## src/rtl/mbr_pkg.sv

```systemverilog
package mbr_pkg;
  // response status codes
  localparam logic [9:0] MBR_ST_OK                   = 10'h000;
  localparam logic [9:0] MBR_ST_BOOT_UNDECODABLE     = 10'h001;
  localparam logic [9:0] MBR_ST_FIRMWARE_UNDECODABLE = 10'h003;
  localparam logic [9:0] MBR_ST_MALFORMED            = 10'h004;
  localparam logic [9:0] MBR_ST_SOURCE_DISABLED      = 10'h006;
  localparam logic [9:0] MBR_ST_OWNER_MISMATCH       = 10'h008;
  localparam logic [9:0] MBR_ST_BAD_ADDRESS          = 10'h009;
  localparam logic [9:0] MBR_ST_AUTH_FAIL            = 10'h00a;
  localparam logic [9:0] MBR_ST_TIMEOUT              = 10'h00b;
  localparam logic [9:0] MBR_ST_HARDWARE_UNPREPARED  = 10'h00c;
  localparam logic [9:0] MBR_ST_HARDWARE_FAULT       = 10'h00d;
  localparam logic [9:0] MBR_ST_FLASH_PORT_FAULT     = 10'h080;
  localparam logic [9:0] MBR_ST_FLASH_ALREADY_OWNED  = 10'h081;
  localparam logic [9:0] MBR_ST_FUSE_CACHE_FAULT     = 10'h082;
  localparam logic [9:0] MBR_ST_SPECIFIC_LAST        = 10'h08f;
  localparam logic [9:0] MBR_ST_UNPROGRAMMED_DEVICE  = 10'h100;
  localparam logic [9:0] MBR_ST_MANAGER_OCCUPIED     = 10'h1ff;
  localparam logic [9:0] MBR_ST_REPLY_ABSENT         = 10'h2ff;
  localparam logic [9:0] MBR_ST_GENERIC_FAILURE      = 10'h3ff;

  // fault inputs, one bit each, in priority order (bit 0 highest)
  localparam int MBR_F_BOOT_UNDECODABLE     = 0;
  localparam int MBR_F_FIRMWARE_UNDECODABLE = 1;
  localparam int MBR_F_SOURCE_DISABLED      = 2;
  localparam int MBR_F_MALFORMED            = 3;
  localparam int MBR_F_MANAGER_OCCUPIED     = 4;
  localparam int MBR_F_UNPROGRAMMED_DEVICE  = 5;
  localparam int MBR_F_HARDWARE_UNPREPARED  = 6;
  localparam int MBR_F_BAD_ADDRESS          = 7;
  localparam int MBR_F_AUTH_FAIL            = 8;
  localparam int MBR_F_TIMEOUT              = 9;
  localparam int MBR_F_HARDWARE_FAULT       = 10;
  localparam int MBR_F_FLASH_PORT_FAULT     = 11;
  localparam int MBR_F_FUSE_CACHE_FAULT     = 12;
  localparam int MBR_F_NO_REPLY             = 13;
  localparam int MBR_F_GENERIC              = 14;
  localparam int MBR_FAULT_W                = 15;

  // header layout: [9:0] status, [20:10] length, [24:21] id echo, [28:25] client echo
  localparam int MBR_HDR_ST_LSB  = 0;
  localparam int MBR_HDR_LEN_LSB = 10;
  localparam int MBR_HDR_ID_LSB  = 21;
  localparam int MBR_HDR_CL_LSB  = 25;
  localparam int MBR_LEN_W       = 11;
  localparam int MBR_ST_W        = 10;
  localparam int MBR_ID_W        = 4;

  // command header: [10:0] opcode, [21:11] length, [25:22] id, [29:26] client
  localparam int MBR_CMD_OP_LSB  = 0;
  localparam int MBR_CMD_LEN_LSB = 11;
  localparam int MBR_CMD_ID_LSB  = 22;
  localparam int MBR_CMD_CL_LSB  = 26;
  localparam int MBR_OP_W        = 11;

  localparam logic [MBR_OP_W-1:0] MBR_OP_FLASH_LOCK    = 11'h030;
  localparam logic [MBR_OP_W-1:0] MBR_OP_FLASH_UNLOCK  = 11'h031;
  localparam logic [MBR_OP_W-1:0] MBR_OP_READ_DIE_ID   = 11'h012;

  localparam int MBR_CMD_DEPTH  = 16;
  localparam int MBR_RSP_DEPTH  = 24;
  localparam int MBR_AXI_DATA_W = 64;
endpackage

```

## src/rtl/mbr_link_if.sv

```systemverilog
`timescale 1ns/1ns
`default_nettype none
interface mbr_link_if;
  import mbr_pkg::*;
  logic        cmd_valid;
  logic        cmd_ready;
  logic        cmd_last;
  logic [31:0] cmd_data;
  logic        rsp_valid;
  logic        rsp_ready;
  logic        rsp_last;
  logic [31:0] rsp_data;
  modport host (output cmd_valid, cmd_last, cmd_data, rsp_ready,
                input  cmd_ready, rsp_valid, rsp_last, rsp_data);
  modport dev  (input  cmd_valid, cmd_last, cmd_data, rsp_ready,
                output cmd_ready, rsp_valid, rsp_last, rsp_data);
endinterface
`default_nettype wire

```

## src/rtl/mbr_device.sv

```systemverilog
`timescale 1ns/1ns
`default_nettype none
// Behaviour
// - success reports status zero
// - boot firmware undecodable reports one
// - runtime firmware undecodable reports three
// - malformed command reports four
// - source not enabled reports six
// - release by non-owner reports eight
// - address faults report nine
// - signature failure reports A
// - flash or thermal timeout reports B
// - hardware unprepared reports C
// - unrecoverable hardware fault reports D
// - specific codes 80-8F; die id 82
// - flash fault 80; already owner 81
// - busy manager reports 1FF
// - no reply 2FF; general error 3FF
// - host resends corrected command on four
// - host waits for owner release on eight
// - host proceeds on already owned
// - host retries thermal timeout
// - queue depths are build parameters
// - crypto option adds 64-bit AXI manager
// - host reads data only after zero status
module mbr_device
  import mbr_pkg::*;
#(
  parameter int CMD_DEPTH  = MBR_CMD_DEPTH,
  parameter int RSP_DEPTH  = MBR_RSP_DEPTH,
  parameter bit CRYPTO_EN  = 1'b0
) (
  // clock and reset
  input  wire logic                        clk_in,
  input  wire logic                        reset_in,
  // link to host
  mbr_link_if.dev                          link,
  // service side: command words out, outcome in
  output logic                             svc_cmd_valid_out,
  output logic [31:0]                      svc_cmd_data_out,
  output logic                             svc_cmd_last_out,
  input  wire logic                        svc_done_in,
  input  wire logic [MBR_FAULT_W-1:0]      svc_fault_in,
  input  wire logic [MBR_LEN_W-1:0]        svc_len_in,
  input  wire logic                        svc_data_valid_in,
  input  wire logic [31:0]                 svc_data_in,
  output logic                             svc_data_ready_out,
  // crypto AXI manager (write channel only, used when enabled)
  input  wire logic                        crypto_req_in,
  input  wire logic [31:0]                 crypto_addr_in,
  input  wire logic [MBR_AXI_DATA_W-1:0]   crypto_data_in,
  output logic                             m_axi_awvalid,
  input  wire logic                        m_axi_awready,
  output logic [31:0]                      m_axi_awaddr,
  output logic                             m_axi_wvalid,
  input  wire logic                        m_axi_wready,
  output logic [MBR_AXI_DATA_W-1:0]        m_axi_wdata,
  output logic [MBR_AXI_DATA_W/8-1:0]      m_axi_wstrb,
  output logic                             m_axi_wlast,
  input  wire logic                        m_axi_bvalid,
  output logic                             m_axi_bready,
  output logic                             crypto_busy_out
);
  initial begin
    if (CMD_DEPTH < 2 || RSP_DEPTH < 2 || CMD_DEPTH > 1024 || RSP_DEPTH > 1024) begin
      $error("mbr_device: queue depth out of range");
    end
  end

  typedef enum logic [3:0] {
    MBR_S_CMD  = 4'b0001,
    MBR_S_WAIT = 4'b0010,
    MBR_S_HDR  = 4'b0100,
    MBR_S_DATA = 4'b1000
  } mbr_dev_state_t;

  mbr_dev_state_t state_ff;
  logic [31:0] cmd_hdr_ff;
  logic        first_ff;
  logic        owned_ff;
  localparam int ID_BITS_W = MBR_ID_W;
  logic [ID_BITS_W-1:0] owner_ff;
  logic [MBR_ST_W-1:0]  status_ff;
  logic [MBR_LEN_W-1:0] rsp_left_ff;
  logic [MBR_ST_W-1:0]  nxt_status;

  wire logic [MBR_OP_W-1:0] cmd_op     = cmd_hdr_ff[MBR_CMD_OP_LSB +: MBR_OP_W];
  wire logic [ID_BITS_W-1:0] cmd_client = cmd_hdr_ff[MBR_CMD_CL_LSB +: ID_BITS_W];

  // command words pass straight through, depth lives in the host queue
  assign link.cmd_ready      = (state_ff == MBR_S_CMD);
  assign svc_cmd_valid_out   = link.cmd_valid && (state_ff == MBR_S_CMD);
  assign svc_cmd_data_out    = link.cmd_data;
  assign svc_cmd_last_out    = link.cmd_last;

  // fixed priority: decode faults before resource faults
  always_comb begin
    nxt_status = MBR_ST_OK;
    if (svc_fault_in[MBR_F_BOOT_UNDECODABLE])          nxt_status = MBR_ST_BOOT_UNDECODABLE;
    else if (svc_fault_in[MBR_F_FIRMWARE_UNDECODABLE]) nxt_status = MBR_ST_FIRMWARE_UNDECODABLE;
    else if (svc_fault_in[MBR_F_SOURCE_DISABLED])      nxt_status = MBR_ST_SOURCE_DISABLED;
    else if (svc_fault_in[MBR_F_MALFORMED])            nxt_status = MBR_ST_MALFORMED;
    else if (svc_fault_in[MBR_F_MANAGER_OCCUPIED])     nxt_status = MBR_ST_MANAGER_OCCUPIED;
    else if (svc_fault_in[MBR_F_UNPROGRAMMED_DEVICE])  nxt_status = MBR_ST_UNPROGRAMMED_DEVICE;
    else if (svc_fault_in[MBR_F_HARDWARE_UNPREPARED])  nxt_status = MBR_ST_HARDWARE_UNPREPARED;
    else if (cmd_op == MBR_OP_FLASH_UNLOCK && owned_ff && owner_ff != cmd_client)
      nxt_status = MBR_ST_OWNER_MISMATCH;
    else if (cmd_op == MBR_OP_FLASH_LOCK && owned_ff && owner_ff == cmd_client)
      nxt_status = MBR_ST_FLASH_ALREADY_OWNED;
    else if (svc_fault_in[MBR_F_BAD_ADDRESS])          nxt_status = MBR_ST_BAD_ADDRESS;
    else if (svc_fault_in[MBR_F_AUTH_FAIL])            nxt_status = MBR_ST_AUTH_FAIL;
    else if (svc_fault_in[MBR_F_TIMEOUT])              nxt_status = MBR_ST_TIMEOUT;
    else if (svc_fault_in[MBR_F_HARDWARE_FAULT])       nxt_status = MBR_ST_HARDWARE_FAULT;
    else if (svc_fault_in[MBR_F_FLASH_PORT_FAULT])     nxt_status = MBR_ST_FLASH_PORT_FAULT;
    else if (svc_fault_in[MBR_F_FUSE_CACHE_FAULT] && cmd_op == MBR_OP_READ_DIE_ID)
      nxt_status = MBR_ST_FUSE_CACHE_FAULT;
    else if (svc_fault_in[MBR_F_NO_REPLY])             nxt_status = MBR_ST_REPLY_ABSENT;
    else if (|svc_fault_in)                            nxt_status = MBR_ST_GENERIC_FAILURE;
  end

  // sequencing
  always_ff @(posedge clk_in or posedge reset_in) begin
    if (reset_in) begin
      state_ff    <= MBR_S_CMD;
      first_ff    <= 1'b1;
      cmd_hdr_ff  <= 32'h0000_0000;
      status_ff   <= MBR_ST_OK;
      rsp_left_ff <= '0;
    end else begin
      unique case (state_ff)
        MBR_S_CMD: begin
          if (link.cmd_valid) begin
            if (first_ff) begin
              cmd_hdr_ff <= link.cmd_data;
            end
            first_ff <= link.cmd_last;
            if (link.cmd_last) begin
              state_ff <= MBR_S_WAIT;
            end
          end
        end
        MBR_S_WAIT: begin
          if (svc_done_in) begin
            status_ff   <= nxt_status;
            // only a clean outcome carries data words
            rsp_left_ff <= (nxt_status == MBR_ST_OK) ? svc_len_in : '0;
            state_ff    <= MBR_S_HDR;
          end
        end
        MBR_S_HDR: begin
          if (link.rsp_ready) begin
            state_ff <= (rsp_left_ff == '0) ? MBR_S_CMD : MBR_S_DATA;
          end
        end
        MBR_S_DATA: begin
          if (link.rsp_ready && svc_data_valid_in) begin
            rsp_left_ff <= rsp_left_ff - 1'b1;
            if (rsp_left_ff == 11'h001) begin
              state_ff <= MBR_S_CMD;
            end
          end
        end
      endcase
    end
  end

  // flash ownership: single owner, replaced by another client's successful lock
  always_ff @(posedge clk_in or posedge reset_in) begin
    if (reset_in) begin
      owned_ff <= 1'b0;
      owner_ff <= '0;
    end else if (state_ff == MBR_S_WAIT && svc_done_in && nxt_status == MBR_ST_OK) begin
      if (cmd_op == MBR_OP_FLASH_LOCK) begin
        owned_ff <= 1'b1;
        owner_ff <= cmd_client;
      end else if (cmd_op == MBR_OP_FLASH_UNLOCK) begin
        owned_ff <= 1'b0;
      end
    end
  end

  // response header: status, length, echoes
  wire logic [31:0] rsp_hdr = {3'b000,
                               cmd_hdr_ff[MBR_CMD_CL_LSB +: MBR_ID_W],
                               cmd_hdr_ff[MBR_CMD_ID_LSB +: MBR_ID_W],
                               rsp_left_ff,
                               status_ff};
  assign link.rsp_valid   = (state_ff == MBR_S_HDR) || (state_ff == MBR_S_DATA && svc_data_valid_in);
  assign link.rsp_data    = (state_ff == MBR_S_HDR) ? rsp_hdr : svc_data_in;
  assign link.rsp_last    = (state_ff == MBR_S_HDR) ? (rsp_left_ff == '0) : (rsp_left_ff == 11'h001);
  assign svc_data_ready_out = (state_ff == MBR_S_DATA) && link.rsp_ready;

  // optional crypto offload port
  generate
    if (CRYPTO_EN) begin : g_crypto
      logic aw_ff;
      logic w_ff;
      logic b_ff;
      logic [31:0] addr_ff;
      logic [MBR_AXI_DATA_W-1:0] data_ff;
      always_ff @(posedge clk_in or posedge reset_in) begin
        if (reset_in) begin
          aw_ff   <= 1'b0;
          w_ff    <= 1'b0;
          b_ff    <= 1'b0;
          addr_ff <= 32'h0000_0000;
          data_ff <= '0;
        end else if (!aw_ff && !w_ff && !b_ff) begin
          if (crypto_req_in) begin
            aw_ff   <= 1'b1;
            w_ff    <= 1'b1;
            addr_ff <= crypto_addr_in;
            data_ff <= crypto_data_in;
          end
        end else begin
          if (aw_ff && m_axi_awready) aw_ff <= 1'b0;
          if (w_ff && m_axi_wready) w_ff <= 1'b0;
          if ((aw_ff && m_axi_awready) || (w_ff && m_axi_wready)) b_ff <= 1'b1;
          if (b_ff && !aw_ff && !w_ff && m_axi_bvalid) b_ff <= 1'b0;
        end
      end
      assign m_axi_awvalid   = aw_ff;
      assign m_axi_awaddr    = addr_ff;
      assign m_axi_wvalid    = w_ff;
      assign m_axi_wdata     = data_ff;
      assign m_axi_wstrb     = '1;
      assign m_axi_wlast     = 1'b1;
      assign m_axi_bready    = b_ff && !aw_ff && !w_ff;
      assign crypto_busy_out = aw_ff || w_ff || b_ff;
    end else begin : g_no_crypto
      assign m_axi_awvalid   = 1'b0;
      assign m_axi_awaddr    = 32'h0000_0000;
      assign m_axi_wvalid    = 1'b0;
      assign m_axi_wdata     = '0;
      assign m_axi_wstrb     = '0;
      assign m_axi_wlast     = 1'b0;
      assign m_axi_bready    = 1'b0;
      assign crypto_busy_out = 1'b0;
    end
  endgenerate
endmodule
`default_nettype wire

```

## src/flat_wrapper.sv

```systemverilog
// flat-port wrapper written by rule: the top's interface ports become plain ports
module mbr_device_flat import mbr_pkg::*;
#(
  parameter int CMD_DEPTH  = MBR_CMD_DEPTH,
  parameter int RSP_DEPTH  = MBR_RSP_DEPTH,
  parameter bit CRYPTO_EN  = 1'b0
)
  (clk_in, reset_in, svc_cmd_valid_out, svc_cmd_data_out, svc_cmd_last_out, svc_done_in, svc_fault_in, svc_len_in, svc_data_valid_in, svc_data_in, svc_data_ready_out, crypto_req_in, crypto_addr_in, crypto_data_in, m_axi_awvalid, m_axi_awready, m_axi_awaddr, m_axi_wvalid, m_axi_wready, m_axi_wdata, m_axi_wstrb, m_axi_wlast, m_axi_bvalid, m_axi_bready, crypto_busy_out, link_cmd_valid, link_cmd_last, link_cmd_data, link_rsp_ready, link_cmd_ready, link_rsp_valid, link_rsp_last, link_rsp_data);
  mbr_link_if link_i ();
  input  wire logic clk_in;
  input  wire logic reset_in;
  output logic svc_cmd_valid_out;
  output logic [31:0] svc_cmd_data_out;
  output logic svc_cmd_last_out;
  input  wire logic svc_done_in;
  input  wire logic [MBR_FAULT_W-1:0] svc_fault_in;
  input  wire logic [MBR_LEN_W-1:0] svc_len_in;
  input  wire logic svc_data_valid_in;
  input  wire logic [31:0] svc_data_in;
  output logic svc_data_ready_out;
  input  wire logic crypto_req_in;
  input  wire logic [31:0] crypto_addr_in;
  input  wire logic [MBR_AXI_DATA_W-1:0] crypto_data_in;
  output logic m_axi_awvalid;
  input  wire logic m_axi_awready;
  output logic [31:0] m_axi_awaddr;
  output logic m_axi_wvalid;
  input  wire logic m_axi_wready;
  output logic [MBR_AXI_DATA_W-1:0] m_axi_wdata;
  output logic [MBR_AXI_DATA_W/8-1:0] m_axi_wstrb;
  output logic m_axi_wlast;
  input  wire logic m_axi_bvalid;
  output logic m_axi_bready;
  output logic crypto_busy_out;
  input wire logic [$bits(link_i.cmd_valid)-1:0] link_cmd_valid;
  input wire logic [$bits(link_i.cmd_last)-1:0] link_cmd_last;
  input wire logic [$bits(link_i.cmd_data)-1:0] link_cmd_data;
  input wire logic [$bits(link_i.rsp_ready)-1:0] link_rsp_ready;
  output wire logic [$bits(link_i.cmd_ready)-1:0] link_cmd_ready;
  output wire logic [$bits(link_i.rsp_valid)-1:0] link_rsp_valid;
  output wire logic [$bits(link_i.rsp_last)-1:0] link_rsp_last;
  output wire logic [$bits(link_i.rsp_data)-1:0] link_rsp_data;
  assign link_i.cmd_valid = link_cmd_valid;
  assign link_i.cmd_last = link_cmd_last;
  assign link_i.cmd_data = link_cmd_data;
  assign link_i.rsp_ready = link_rsp_ready;
  assign link_cmd_ready = link_i.cmd_ready;
  assign link_rsp_valid = link_i.rsp_valid;
  assign link_rsp_last = link_i.rsp_last;
  assign link_rsp_data = link_i.rsp_data;
  mbr_device #(.CMD_DEPTH(CMD_DEPTH), .RSP_DEPTH(RSP_DEPTH), .CRYPTO_EN(CRYPTO_EN)) u_core (.clk_in(clk_in), .reset_in(reset_in), .link(link_i), .svc_cmd_valid_out(svc_cmd_valid_out), .svc_cmd_data_out(svc_cmd_data_out), .svc_cmd_last_out(svc_cmd_last_out), .svc_done_in(svc_done_in), .svc_fault_in(svc_fault_in), .svc_len_in(svc_len_in), .svc_data_valid_in(svc_data_valid_in), .svc_data_in(svc_data_in), .svc_data_ready_out(svc_data_ready_out), .crypto_req_in(crypto_req_in), .crypto_addr_in(crypto_addr_in), .crypto_data_in(crypto_data_in), .m_axi_awvalid(m_axi_awvalid), .m_axi_awready(m_axi_awready), .m_axi_awaddr(m_axi_awaddr), .m_axi_wvalid(m_axi_wvalid), .m_axi_wready(m_axi_wready), .m_axi_wdata(m_axi_wdata), .m_axi_wstrb(m_axi_wstrb), .m_axi_wlast(m_axi_wlast), .m_axi_bvalid(m_axi_bvalid), .m_axi_bready(m_axi_bready), .crypto_busy_out(crypto_busy_out));
endmodule
```

## config.mk

```make
export PLATFORM = sky130hd
export DESIGN_NAME = mbr_device_flat
export DESIGN_NICKNAME = d
export VERILOG_FILES = /design/src/rtl/mbr_pkg.sv /design/src/rtl/mbr_link_if.sv /design/src/rtl/mbr_device.sv /design/src/flat_wrapper.sv
export SDC_FILE = /design/constraint.sdc
export NUM_CORES = 1
export LEC_CHECK = 0
export BUFFER_PORTS_ARGS = -buffer_cell sky130_fd_sc_hd__buf_2
export CORE_AREA = 10 10 138 140
export CTS_CLUSTER_DIAMETER = 60
export DETAILED_ROUTE_END_ITERATION = 10
export DIE_AREA = 0 0 148 150
export SLEW_MARGIN = 25
export SYNTH_ARGS = -nofsm -noshare
export SYNTH_HDL_FRONTEND = slang
export SYNTH_SLANG_ARGS = --single-unit
```

## constraint.sdc

```tcl
create_clock -name clk_in -period 2.9 [get_ports clk_in]
set_input_delay 0.435 -clock clk_in [delete_from_list [all_inputs] [get_ports clk_in]]
set_output_delay 0.435 -clock clk_in [all_outputs]
set_load 0.02 [all_outputs]
```

# After elaboration in Yosys (flattened, before gate mapping)
# Cells that the tools add are included.
[totals]
input_bits = 197
elab_cells = 81
out_inout_bits = 179
reg_bits = 61
[classes]
n_eq_ne = 16
muxes = 33
n_addsub = 1
reduce_logical = 24
[ops]
columns = ["op", "count"]
rows = [
  ["10-bit two-way mux", 17],
  ["11-bit two-way mux", 3],
  ["32-bit two-way mux", 1],
  ["4-bit two-way mux", 7],
  ["11-bit by 6-bit equality test with 1-bit output (second input constant)", 2],
  ["11-bit case mux with 2 select lines", 1],
  ["4-bit case mux with 4 select lines", 1],
  ["15-bit OR reduction", 1],
  ["11-bit by 1-bit equality test with 1-bit output (second input constant)", 1],
  ["11-bit by 5-bit equality test with 1-bit output (second input constant)", 1],
  ["1-bit logical AND", 11],
  ["11-bit logical NOT", 1],
  ["11-bit by 1-bit subtractor with 11-bit output (second input constant)", 1],
  ["10-bit logical NOT", 1],
  ["2-bit inequality test (second input constant)", 4],
  ["2-bit AND reduction", 4],
  ["3-bit AND reduction", 2],
  ["6-bit AND reduction", 1],
  ["4-bit by 1-bit equality test with 1-bit output (second input constant)", 1],
  ["4-bit by 2-bit equality test with 1-bit output (second input constant)", 1],
  ["4-bit by 3-bit equality test with 1-bit output (second input constant)", 1],
  ["4-bit equality test", 1],
  ["4-bit equality test (second input constant)", 1],
  ["2-bit by 1-bit inequality test with 1-bit output (second input constant)", 2],
  ["4 further kinds", 7],
]

# Logic depth before layout (Yosys ltp)
# Gate-level depths: netlist of the first run.
[logic_depth]
word_depth = 22
mapped_depth = 8
depth_no_buf = 7

# Worst setup path after synthesis of the first run
# OpenSTA, ideal clock, no wires.
[synth_path]
kind = "register to register"
from = "register u_core.state_ff[0]"
to = "register u_core.cmd_hdr_ff[10]"
arrival_time_ps = 2960
slack_ps = -185
setup_ps = 125
required_ps = 2775
path_stages_with_launch = 7
n_path_buf = 2
period_less_slack_ps = 3085
cell_sequence = "dfstp_2 -> clkbuf_1 -> nor4b_1 -> and2_0 -> nand2_1 -> clkbuf_1 -> mux2_2"
[synth_via]
elab_chain_len = 2
[synth_lines]
columns = ["element", "line", "rtl"]
rows = [
  ["from (decl)", "mbr_device.sv:77", "mbr_dev_state_t state_ff;"],
  ["from (signal assigned)", "mbr_device.sv:152", "state_ff <= (rsp_left_ff == '0) ? MBR_S_CMD : MBR_S_DATA;"],
  ["4-bit by 1-bit equality test with 1-bit output", "n/a", ""],
  ["named net link_cmd_ready", "flat_wrapper.sv:39", "output wire logic [$bits(link_i.cmd_ready)-1:0] link_cmd_ready;"],
  ["3-bit AND reduction (no source line)", "n/a", ""],
  ["to (signal assigned)", "mbr_device.sv:134", "cmd_hdr_ff <= link.cmd_data;"],
  ["to (decl)", "mbr_device.sv:78", "logic [31:0] cmd_hdr_ff;"],
]
# The timed path passes the listed nets, and every way through them passes these cells.
# A chain may end at the register's enable or synchronous reset.

# Worst setup path in the final report of the first run
[layout_path]
from = "input svc_fault_in[0]"
to = "register u_core.owned_ff"
[layout_via]
elab_chain_len = 21
[layout_lines]
columns = ["element", "line", "rtl"]
rows = [
  ["from (decl)", "flat_wrapper.sv:16", "input wire logic [MBR_FAULT_W-1:0] svc_fault_in;"],
  ["15-bit OR reduction", "mbr_device.sv:118", "else if (|svc_fault_in) nxt_status = MBR_ST_GENERIC_FAILURE;"],
  ["10-bit two-way mux", "mbr_device.sv:118", ""],
  ["10-bit two-way mux", "mbr_device.sv:117", "else if (svc_fault_in[MBR_F_NO_REPLY]) nxt_status = MBR_ST_REPLY_ABSENT;"],
  ["10-bit two-way mux", "mbr_device.sv:115", "else if (svc_fault_in[MBR_F_FUSE_CACHE_FAULT] && cmd_op == MBR_OP_READ_DIE_ID)"],
  ["10-bit two-way mux", "mbr_device.sv:114", "else if (svc_fault_in[MBR_F_FLASH_PORT_FAULT]) nxt_status = MBR_ST_FLASH_PORT_FAULT;"],
  ["10-bit two-way mux", "mbr_device.sv:113", "else if (svc_fault_in[MBR_F_HARDWARE_FAULT]) nxt_status = MBR_ST_HARDWARE_FAULT;"],
  ["10-bit two-way mux", "mbr_device.sv:112", "else if (svc_fault_in[MBR_F_TIMEOUT]) nxt_status = MBR_ST_TIMEOUT;"],
  ["10-bit two-way mux", "mbr_device.sv:111", "else if (svc_fault_in[MBR_F_AUTH_FAIL]) nxt_status = MBR_ST_AUTH_FAIL;"],
  ["(+5 left out)", "n/a", ""],
  ["10-bit two-way mux", "mbr_device.sv:103", "else if (svc_fault_in[MBR_F_MANAGER_OCCUPIED]) nxt_status = MBR_ST_MANAGER_OCCUPIED;"],
  ["10-bit two-way mux", "mbr_device.sv:102", "else if (svc_fault_in[MBR_F_MALFORMED]) nxt_status = MBR_ST_MALFORMED;"],
  ["10-bit two-way mux", "mbr_device.sv:101", "else if (svc_fault_in[MBR_F_SOURCE_DISABLED]) nxt_status = MBR_ST_SOURCE_DISABLED;"],
  ["10-bit two-way mux", "mbr_device.sv:100", "else if (svc_fault_in[MBR_F_FIRMWARE_UNDECODABLE]) nxt_status = MBR_ST_FIRMWARE_UNDECODABLE;"],
  ["10-bit two-way mux *", "mbr_device.sv:99", "if (svc_fault_in[MBR_F_BOOT_UNDECODABLE]) nxt_status = MBR_ST_BOOT_UNDECODABLE;"],
  ["10-bit logical NOT *", "mbr_device.sv:172", "end else if (state_ff == MBR_S_WAIT && svc_done_in && nxt_status == MBR_ST_OK) begin"],
  ["1-bit logical AND *", "mbr_device.sv:172", ""],
  ["2-bit AND reduction (no source line) *", "n/a", ""],
  ["to (signal assigned)", "mbr_device.sv:170", "owned_ff <= 1'b0;"],
  ["to (signal assigned)", "mbr_device.sv:174", "owned_ff <= 1'b1;"],
  ["to (signal assigned)", "mbr_device.sv:177", "owned_ff <= 1'b0;"],
  ["to (decl)", "mbr_device.sv:80", "logic owned_ff;"],
]
# Every way passes the cells marked *; elsewhere a longest branch is shown, timed or not.

==> out/metrics.csv, run 1 <==
metric,value,unit
run status,completed,
internal power,0.001870,W
number of input and output port buffers inserted,140,
final cycle utilization of the critical path,97.47,%
clock-pin transition on the worst setup and hold timing paths,0.07,ns
share of the core filled with cells,29.82,%
post_cts resized,0,
power density cells,709.2,mW/mm^2
unique cell type count in the Yosys netlist,63,
clock network fraction of design power,17.4,%
first-pass GRT wire length,18950,um
fraction of the yosys area taken by sequential cells,28.82,%
height of the die,150,um
x dimension of the die,148,um
Post-Route WL,12240,um
worst-case headroom to the max-slew limit,47.65,%
RSZ-0062 raised after global routing,no,
source of the worst register-to-register timing path,u_core.cmd_hdr_ff[26],
average wire per standard cell,14.27,um
clock insertion delay at the later pin of the skew report,0.29,ns
fraction of power consumed by sequential logic,31.4,%
final non-filler cell total,858,
busiest layer in global routing,met2,
synthesis warning total,0,
count of max-cap constraint violations,0,
clock period minus worst slack,2.827,ns
Root Driver,clkbuf_16,
number of DRC violations after detailed routing,0,
met2 layer usage reported by global route,17.32,%
IO Pins,376,
"Arr. time, crit path",3.00,ns
post-route ant nets,0,
die footprint,0.02220,mm^2
GRT Total Usage,10.30,%
Core Rows,47,
starting DRC count in detailed routing,144,
mean instance size in the synthesized netlist,8.238,um^2
number of synthesized flops with an enable pin,0,
Sink Count,48,
slew of the pin with the lowest slew margin,0.7834,ns
fraction of synthesis flops using an asynchronous set or reset pin,100.0,%
Peak supply drop,0.0003275,V
final-report hold violation count,0,
antenna violations before repair,0,
count of state elements after synthesis,48,
fraction of power spent switching nets,45.91,%
number of max-slew violations in the final report,0,
source of the critical timing path,svc_fault_in[0],
Post CTS Setup Buffer Count,0,
most frequently used flop master after synthesis,dfrtp_1,
vias per inst,4.105,
Switch Pwr,0.001587,W
layout-stage area growth over the synthesis result,16.72,%
hold-fix buffers at CTS,0,
type of the setup path with the least slack,primary input to flip-flop,
setup skew after layout,0.01052,ns
met3 usage,4.680,%
global placement routability congestion,0.8486,
worst min-delay path category,primary input to async pin,
Clock Path Buffers,2,
TritonCTS clock tree,done,
via count of the first global-routing pass,3765,
cell type contributing the most total cell area after synthesis,dfrtp_1,
top-area cell type share of the netlist area,27.56,%
worst-path fanout max,4,
largest stage delay on the critical path,0.57,ns
required time of the worst setup path,3.07,ns
ordered cell list for the critical path,buf_2 > or4_4 > or4b_4 > a21oi_2 > o32ai_1 > a311o_4 > or3b_1 > a211o_1,
CP bufs+invs,1,
count of placed standard cells including taps,850,
part of the power in combinational logic,51.2,%
Final Net Count,837,
maximum number of pins on one net before global-route repair,36,
total setup violations reported at the end of the flow,0,
total inserted antenna cells,0,
overflow left after global routing,0,
total number of H-tree levels,2,
total power of the final layout,0.003457,W
worst-path cell with the longest stage delay,or4b_4,
sort of element at the start of the critical path,primary input,
top post-synthesis cells by area,"dfrtp_1 28%, buf_4 26%, nand2_1 9.6%",
overall via count from detail_route,3522,
fraction of layout instances using a drive strength above 1,36.21,%
HPWL reported at the end of detailed placement,10240,um
met1 Usage GRT,11.86,%
Core Area,0.01635,mm^2
effective utilization at floorplan,25.55,%
Pleak,2.624,nW
number of detailed-routing iterations run before antenna repair,5,
achievable frequency,353.8,MHz
capturing element type of the critical path,flip-flop,
Synth Instances,507,
reg2reg setup slack,0.19,ns
cell family with the largest share of critical-path delay,simple AND/OR/NAND/NOR gates,
Synth Cell Area,0.004177,mm^2
number of buffers created by CTS,5,
-- registers in the layout, summed over array words and instances, names as in the netlist --
signal	count
u_core.cmd_hdr_ff	19
u_core.rsp_left_ff	11
u_core.status_ff	8
u_core.owner_ff	4
u_core.state_ff	4
u_core.first_ff	1
u_core.owned_ff	1
-- power groups by stage --
stage / clock [W] / combinational, W / sequential (W)
floorplan: 0 / 0.00146 / 0.000991
global placement: 0 / 0.00176 / 0.00109
detailed placement: 0 / 0.00178 / 0.00110
CTS: 0.000626 / 0.00179 / 0.00109
global route: 0.000651 / 0.00199 / 0.00113
finish: 0.000601 / 0.00177 / 0.00109
-- final cells by class --
type,instances,area [um^2]
fillers,1762,11470
multi-input cells,401,2251
flip-flops and latches,48,1204
repair buffers,174,968.4
well taps,220,275.3
clock buffers,5,125.1
inverters,7,26.28
clock inverters,3,25.02
-- worst reg2reg max path, stage by stage (launching register included) --
cell and delay [ns]:
dfrtp_1 0.42, xnor2_1 0.20, and4_2 0.33, mux2i_2 0.34, o21ai_0 0.19, or2_2 0.38, or3b_1 0.42, a211o_1 0.30
-- final timing paths --
check / to / cells past startpoint
hold reg to reg: u_core.status_ff[7] / 2
hold / removal: u_core.cmd_hdr_ff[25] / 2
min in group clk_in: u_core.rsp_left_ff[9] / 2
max in group asynchronous: u_core.status_ff[7] / 3
setup / recovery: u_core.owned_ff / 8
setup reg to reg: u_core.owned_ff / 7
-- Yosys cell counts (4+ instances only) --
| cell type | n |
|---|---|
| buf_4 | 142 |
| inv_1 | 7 |
| a21oi_1 | 7 |
| nor2_1 | 16 |
| a221o_1 | 6 |
| a211oi_1 | 4 |
| mux2_1 | 4 |
| o21ai_0 | 24 |
| nand2_1 | 107 |
| nor3_1 | 11 |
| dfrtp_1 | 46 |
| nand4_1 | 5 |
| a21boi_0 | 4 |
| or2_2 | 5 |
| nand3_1 | 4 |
| mux2_2 | 24 |
| xnor2_1 | 4 |
| nor4_1 | 7 |
| nor4b_1 | 4 |
| and2_1 | 6 |
| clkbuf_1 | 15 |
-- kinds of logic after synthesis --
group	Yosys count	share of synthesized area, %
buffers and inverters	166	27.71
multiplexers	29	7.879
AO/OA/AOI/OAI	70	11.65
other	1	0.08979
flip-flops	48	28.82
adder cells (fa/ha/maj)	3	0.8988
AND/OR/NAND/NOR	186	22.11
XOR/XNOR	4	0.8387
-- layout by cell type, fill, tap and decap left out, types with 4 or more instances in the layout --
| cell type | instances |
|---|---|
| a211oi_1 | 4 |
| a21boi_0 | 4 |
| a21oi_1 | 7 |
| a221o_1 | 6 |
| and2_1 | 6 |
| buf_2 | 140 |
| buf_4 | 33 |
| clkbuf_16 | 5 |
| conb_1 | 109 |
| dfrtp_1 | 46 |
| inv_1 | 6 |
| mux2_1 | 4 |
| mux2_2 | 24 |
| nand2_1 | 107 |
| nand3_1 | 4 |
| nand4_1 | 5 |
| nor2_1 | 16 |
| nor3_1 | 11 |
| nor4_1 | 6 |
| nor4b_2 | 4 |
| o21ai_0 | 24 |
| or2_2 | 5 |
| xnor2_1 | 4 |
-- per-stage QoR --
step                      instance area, um^2  TNS (ns)  setup WS [ns]  hold WS (ns)
after detailed placement                 4717    -1.672        -0.2294        0.4708
after global routing                     4875         0        0.01434        0.2167
after global placement                   4717    -1.393        -0.2144        0.4634
after floorplan                          4598         0      0.0002294        0.4484
final                                    4875         0        0.07333        0.1671
after CTS                                4867         0        0.07100        0.1829
-- per-layer routing --
layer / wire length [um] / vias up
met5: 0 / -
met4: 132 / 0
met3: 1389 / 10
met2: 5677 / 191
met1: 5044 / 1594
li1: - / 1727
Note: power is estimated with default switching activity, not from simulation.
==> run 2, diff against run 1 <==
--- a/config.mk
+++ b/config.mk
@@ -8,7 +8,9 @@
 export BUFFER_PORTS_ARGS = -buffer_cell sky130_fd_sc_hd__buf_2
 export CORE_AREA = 10 10 138 140
+export CTS_BUF_LIST = sky130_fd_sc_hd__clkbuf_4 sky130_fd_sc_hd__clkbuf_8
 export CTS_CLUSTER_DIAMETER = 60
 export DETAILED_ROUTE_END_ITERATION = 10
 export DIE_AREA = 0 0 148 150
+export REMOVE_ABC_BUFFERS = 1
 export SLEW_MARGIN = 25
 export SYNTH_ARGS = -nofsm -noshare
==> constraint.sdc (replaced) <==
create_clock -name clk_in -period 2.9 [get_ports clk_in]
set_input_delay 0.58 -clock clk_in [delete_from_list [all_inputs] [get_ports clk_in]]
set_output_delay 0.58 -clock clk_in [all_outputs]
set_load 0.02 [all_outputs]
==> run 2 against run 1 <==
Hold slack gained 0.13 ns. Wire length rose by 8.5%. Final cell count increased by 0.82%. Critical path depth is the same. Clock skew up 0.0088 ns. Via count rose by 2.5%. Clock power decreased by 12%. Setup slack worse by 0.048 ns. Cell area rose by 1.2%. Critical endpoint unchanged.
==> out/metrics.csv, run 2 (synthesis gave the netlist of run 1 again) <==
metric,value,unit,change
run status,completed,,unchanged
"Arr. time, crit path",3.09,ns,was 3.00 ns
post-route standard cell area excluding fillers,0.004933,mm^2,was 0.004875 mm^2
largest stage delay on the critical path,0.55,ns,was 0.57 ns
maximum number of pins on one net before global-route repair,29,,was 36
max reg flops,19,,unchanged
clock period minus worst slack,2.874,ns,was 2.827 ns
antenna violations before repair,5,,was 0
RSZ-0062 raised after global routing,no,,unchanged
final-report hold violation count,0,,unchanged
Clock Path Buffers,2,,unchanged
first-pass GRT wire length,20390,um,"was 18,950 um"
CP bufs+invs,1,,unchanged
type of the setup path with the least slack,primary input to flip-flop,,unchanged
Pleak,2.655,nW,was 2.624 nW
clock-pin transition on the worst setup and hold timing paths,0.10,ns,was 0.07 ns
registers with the highest flip-flop counts,"u_core.cmd_hdr_ff (19), u_core.rsp_left_ff (11), u_core.status_ff (8)",,unchanged
Core Rows,47,,unchanged
"commonest cells after routing, fill and taps aside","139 x buf_2, 109 x conb_1, 107 x nand2_1",,"was 140 x buf_2, 109 x conb_1, 107 x nand2_1"
setup skew after layout,0.01932,ns,was 0.01052 ns
count of placed standard cells including taps,855,,was 850
Peak supply drop,0.0003194,V,was 0.0003275 V
effective utilization at floorplan,25.55,%,unchanged
Sink Count,48,,unchanged
number of detailed-routing iterations run before antenna repair,4,,was 5
HPWL reported at the end of detailed placement,11210,um,"was 10,240 um"
post-route ant nets,0,,unchanged
worst-path cell with the longest stage delay,or4b_4,,unchanged
overall via count from detail_route,3609,,"was 3,522"
die footprint,0.02220,mm^2,unchanged
Final Net Count,843,,was 837
worst min-delay path category,primary input to async pin,,unchanged
final non-filler cell total,865,,was 858
number of input and output port buffers inserted,140,,unchanged
global placement routability congestion,0.8417,,was 0.8486
cell family with the largest share of critical-path delay,simple AND/OR/NAND/NOR gates,,unchanged
required time of the worst setup path,3.11,ns,was 3.07 ns
Post-Route WL,13290,um,"was 12,240 um"
clock insertion delay at the later pin of the skew report,0.32,ns,was 0.29 ns
worst-case headroom to the max-slew limit,46.71,%,was 47.65%
vias per inst,4.172,,was 4.105
fraction of layout instances using a drive strength above 1,36.96,%,was 36.21%
GRT Total Usage,11.42,%,was 10.30%
top register by number of flip-flops,u_core.cmd_hdr_ff,,unchanged
placed instance area,0.004751,mm^2,was 0.004717 mm^2
total setup violations reported at the end of the flow,0,,unchanged
average wire per standard cell,15.36,um,was 14.27 um
x dimension of the die,148,um,unchanged
slew of the pin with the lowest slew margin,0.7974,ns,was 0.7834 ns
via count of the first global-routing pass,3798,,"was 3,765"
final cycle utilization of the critical path,99.12,%,was 97.47%
TritonCTS clock tree,done,,unchanged
number of buffers created by CTS,5,,unchanged
number of max-slew violations in the final report,0,,unchanged
IO Pins,376,,unchanged
Root Driver,clkbuf_8,,was clkbuf_16
worst-path fanout max,3,,was 4
layout-stage area growth over the synthesis result,18.12,%,was 16.72%
most frequent standard cell in the layout excluding fill and tap cells,buf_2,,unchanged
total number of H-tree levels,2,,unchanged
achievable frequency,347.9,MHz,was 353.8 MHz
height of the die,150,um,unchanged
starting DRC count in detailed routing,141,,was 144
worst hold slack,0.3017,ns,was 0.1671 ns
share of the core filled with cells,30.18,%,was 29.82%
overflow left after global routing,0,,unchanged
power density cells,694.9,mW/mm^2,was 709.2 mW/mm^2
total power of the final layout,0.003428,W,was 0.003457 W
sort of element at the start of the critical path,primary input,,unchanged
ordered cell list for the critical path,buf_6 > or4_4 > or4b_4 > a21oi_2 > o32ai_2 > a311o_4 > or3b_4 > a211o_1,,was buf_2 > or4_4 > or4b_4 > a21oi_2 > o32ai_1 > a311o_4 > or3b_1 > a211o_1
Core Area,0.01635,mm^2,unchanged
number of DRC violations after detailed routing,0,,unchanged
capturing element type of the critical path,flip-flop,,unchanged
count of max-cap constraint violations,0,,unchanged
[run 2: final timing paths]
| check | start | endpoint | slack (ns) | depth (start not counted) |
|---|---|---|---|---|
| worst max-delay path | svc_fault_in[2] | u_core.owned_ff | 0.03 | 8 |
| worst min-delay path | reset_in | u_core.state_ff[2] | 0.30 | 2 |
| worst max register to register | u_core.cmd_hdr_ff[29] | u_core.owner_ff[1] | 0.14 | 8 |
| worst min register to register | u_core.status_ff[6] | u_core.status_ff[6] | 0.49 | 2 |
| max in group asynchronous | reset_in | u_core.status_ff[2] | 2.05 | 3 |
| min in group clk_in | svc_len_in[9] | u_core.rsp_left_ff[9] | 0.45 | 2 |
[run 2: area by class of cell]
class                           instances  area (um^2)
Fill cell                            1785        11410
Timing Repair Buffer                  180         1036
Clock inverter                          2        38.79
Tap cell                              220        275.3
Inverter                                7        26.28
Sequential cell                        48         1204
Multi-Input combinational cell        401         2268
Clock buffer                            6        82.58
Antenna cell                            1        2.502
[run 2: what timing repair did]
action                     4_1_cts  5_1_grt
hold buffers                     0        0
setup endpoints to repair        3       15
resized for setup                4        8
gates cloned                     0        0
pin swaps                        7        2
setup buffers                    1        0
[run 2: metrics by stage]
step,setup WS [ns],TNS [ns]
final,0.02564,0
after global routing,0.002171,0
after CTS,0.008825,0
after detailed placement,-0.3890,-4.045
after global placement,-0.3813,-4.000
after floorplan,-1.021,-23.81
[run 2: report_power, final]
group | internal [W] | total (W) | switching (W)
registers | 0.000880 | 0.00109 | 0.000209
logic | 0.000680 | 0.00181 | 0.00113
clock network | 0.000282 | 0.000529 | 0.000247
total | 0.00184 | 0.00343 | 0.00159
[run 2: per-layer routing]
layer	GRT usage, %	wire (um)	up-vias
li1	-	-	1755
met1	13.23	5429	1609
met2	16.79	5554	225
met3	7.699	2115	14
met4	3.171	146	6
met5	0	42	-
==> run 3, diff against run 2 <==
- BUFFER_PORTS_ARGS: -buffer_cell sky130_fd_sc_hd__buf_2 -> -buffer_cell sky130_fd_sc_hd__clkbuf_2
==> run 3 against run 2 <==
Hold slack got worse by 0.015 ns. Maximum frequency decreased by 0.76%. Clock power decreased by 16%. Sequential cell count unchanged. Die area unchanged. Utilization decreased by 0.12 points. Total power decreased by 1.7%. Count of clock-buffer cells in the layout unchanged. Via count increased by 0.83%. Sequential power about the same.
==> out/metrics.csv, run 3 (synthesis gave the netlist of run 1 again) <==
metric,value,unit,change
Core Area,0.01635,mm^2,unchanged
Final Net Count,844,,was 843
clock-pin transition on the worst setup and hold timing paths,0.10,ns,about the same
registers with the highest flip-flop counts,"u_core.cmd_hdr_ff (19), u_core.rsp_left_ff (11), u_core.status_ff (8)",,unchanged
layout-stage area growth over the synthesis result,17.65,%,was 18.12%
largest stage delay on the critical path,0.55,ns,about the same
clock network fraction of design power,13.2,%,was 15.4%
run status,completed,,unchanged
final-report hold violation count,0,,unchanged
total number of H-tree levels,2,,unchanged
worst-case headroom to the max-slew limit,45.43,%,was 46.71%
total power of the final layout,0.003368,W,was 0.003428 W
fraction of power consumed by sequential logic,32.3,%,was 31.8%
Clock Path Buffers,2,,unchanged
Peak supply drop,0.0002602,V,was 0.0003194 V
Pleak,2.665,nW,was 2.655 nW
total setup violations reported at the end of the flow,0,,unchanged
slew of the pin with the lowest slew margin,0.8165,ns,was 0.7974 ns
x dimension of the die,148,um,unchanged
HPWL reported at the end of detailed placement,11230,um,"was 11,210 um"
via count of the first global-routing pass,3805,,"was 3,798"
internal power,0.001776,W,was 0.001842 W
most frequent standard cell in the layout excluding fill and tap cells,clkbuf_2,,was buf_2
RSZ-0062 raised after global routing,yes,,was no
"commonest cells after routing, fill and taps aside","139 x clkbuf_2, 109 x conb_1, 107 x nand2_1",,"was 139 x buf_2, 109 x conb_1, 107 x nand2_1"
Sink Count,48,,unchanged
count of placed standard cells including taps,856,,was 855
count of max-cap constraint violations,0,,unchanged
clock insertion delay at the later pin of the skew report,0.32,ns,about the same
clock period minus worst slack,2.896,ns,was 2.874 ns
antenna violations before repair,4,,was 5
effective utilization at floorplan,25.55,%,unchanged
top register by number of flip-flops,u_core.cmd_hdr_ff,,unchanged
worst min-delay path category,primary input to async pin,,unchanged
setup skew after layout,0.01203,ns,was 0.01932 ns
fraction of layout instances using a drive strength above 1,37.21,%,was 36.96%
vias per inst,4.202,,was 4.172
Core Rows,47,,unchanged
height of the die,150,um,unchanged
number of DRC violations after detailed routing,0,,unchanged
die footprint,0.02220,mm^2,unchanged
ordered cell list for the critical path,buf_6 > or4_4 > or4b_4 > a21oi_2 > o32ai_2 > a311o_4 > or3b_4 > a211o_1,,unchanged
type of the setup path with the least slack,primary input to flip-flop,,unchanged
achievable frequency,345.3,MHz,was 347.9 MHz
final non-filler cell total,866,,was 865
capturing element type of the critical path,flip-flop,,unchanged
fraction of power spent switching nets,47.29,%,was 46.26%
worst-path cell with the longest stage delay,or4b_4,,unchanged
worst-path fanout max,3,,unchanged
average wire per standard cell,15.29,um,was 15.36 um
placed instance area,0.004758,mm^2,was 0.004751 mm^2
overflow left after global routing,0,,unchanged
required time of the worst setup path,3.11,ns,about the same
sort of element at the start of the critical path,primary input,,unchanged
Root Driver,clkbuf_8,,unchanged
global placement routability congestion,0.8470,,was 0.8417
IO Pins,376,,unchanged
GRT Total Usage,11.37,%,was 11.42%
starting DRC count in detailed routing,160,,was 141
power density cells,685.5,mW/mm^2,was 694.9 mW/mm^2
Switch Pwr,0.001593,W,was 0.001586 W
number of detailed-routing iterations run before antenna repair,4,,unchanged
number of buffers created by CTS,5,,unchanged
"Arr. time, crit path",3.11,ns,was 3.09 ns
Post-Route WL,13240,um,"was 13,290 um"
post-route ant nets,0,,unchanged
final cycle utilization of the critical path,99.87,%,was 99.12%
first-pass GRT wire length,20400,um,"was 20,390 um"
number of max-slew violations in the final report,0,,unchanged
max reg flops,19,,unchanged
TritonCTS clock tree,done,,unchanged
overall via count from detail_route,3639,,"was 3,609"
post-route standard cell area excluding fillers,0.004913,mm^2,was 0.004933 mm^2
hold-fix buffers at CTS,0,,unchanged
number of input and output port buffers inserted,140,,unchanged
maximum number of pins on one net before global-route repair,29,,unchanged
part of the power in combinational logic,54.5,%,was 52.8%
[run 3: changes by cell type in the layout (fill, tap and decap cells not counted), moves of 3 or more]
cell / previous run / this run
clkbuf_2: 0 / 139
mux2_1: 3 / 0
buf_2: 139 / 0
mux2_4: 1 / 4
[run 3: metal layers]
layer  up-vias  part of all wire, %  track usage (%)
met5         -                 0.35                0
met4         6                  1.4            3.320
met3        18                   16            7.488
met2       215                   41            16.76
met1      1650                   41            13.18
li1       1750                    -                -
[run 3: final timing paths]
path	from	endpoint	slack (ns)	cells past startpoint
worst max-delay path	svc_fault_in[2]	u_core.owned_ff	0.004	8
worst min-delay path	reset_in	u_core.owner_ff[1]	0.29	2
worst max register to register	u_core.cmd_hdr_ff[29]	u_core.owner_ff[3]	0.11	8
worst min register to register	u_core.status_ff[7]	u_core.status_ff[7]	0.49	2
max in group asynchronous	reset_in	u_core.status_ff[3]	2.05	3
min in group clk_in	svc_len_in[0]	u_core.rsp_left_ff[0]	0.46	2
[run 3: power by group through the flow]
| stage | combinational [W] | sequential, W | clock (W) |
|---|---|---|---|
| 2_1_floorplan | 0.00119 | 0.00103 | 0 |
| 3_3_place_gp | 0.00182 | 0.00109 | 0 |
| 3_5_place_dp | 0.00183 | 0.00110 | 0 |
| 4_1_cts | 0.00184 | 0.00109 | 0.000474 |
| 5_1_grt | 0.00206 | 0.00113 | 0.000496 |
| 6_report | 0.00184 | 0.00109 | 0.000444 |
[run 3: what timing repair did]
action	in CTS	in global routing
pin swaps	0	7
endpoints found under the setup margin	1	16
buffers inserted	0	1
gates resized for setup	1	12
[run 3: final cells by class]
type                            instances  area (um^2)
Fill cell                            1787        11430
Multi-Input combinational cell        401         2261
Tap cell                              220        275.3
Clock inverter                          2        13.76
Sequential cell                        48         1205
Clock buffer                            6        82.58
Antenna cell                            1        2.502
Timing Repair Buffer                  181         1047
Inverter                                7        26.28
[run 3: metrics by stage]
| step | hold WS (ns) | util (%) | worst slack, ns | TNS [ns] |
|---|---|---|---|---|
| 6_report | 0.2870 | 30.06 | 0.003640 | 0 |
| 3_3_place_gp | 0.4659 | 29.11 | -0.3698 | -3.785 |
| 3_5_place_dp | 0.4767 | 29.11 | -0.3722 | -3.740 |
| 5_1_grt | 0.3154 | 30.04 | -0.03193 | -0.03317 |
| 4_1_cts | 0.2758 | 29.71 | 0.01815 | 0 |
| 2_1_floorplan | 0.4484 | - | -1.021 | -23.81 |
[run 3: worst max-delay path: cells and delay by family]
kind                   cells  cell delay (ns)
AO/OA/AOI/OAI              4             0.94
buffers and inverters      1             0.09
AND/OR/NAND/NOR            3             1.50
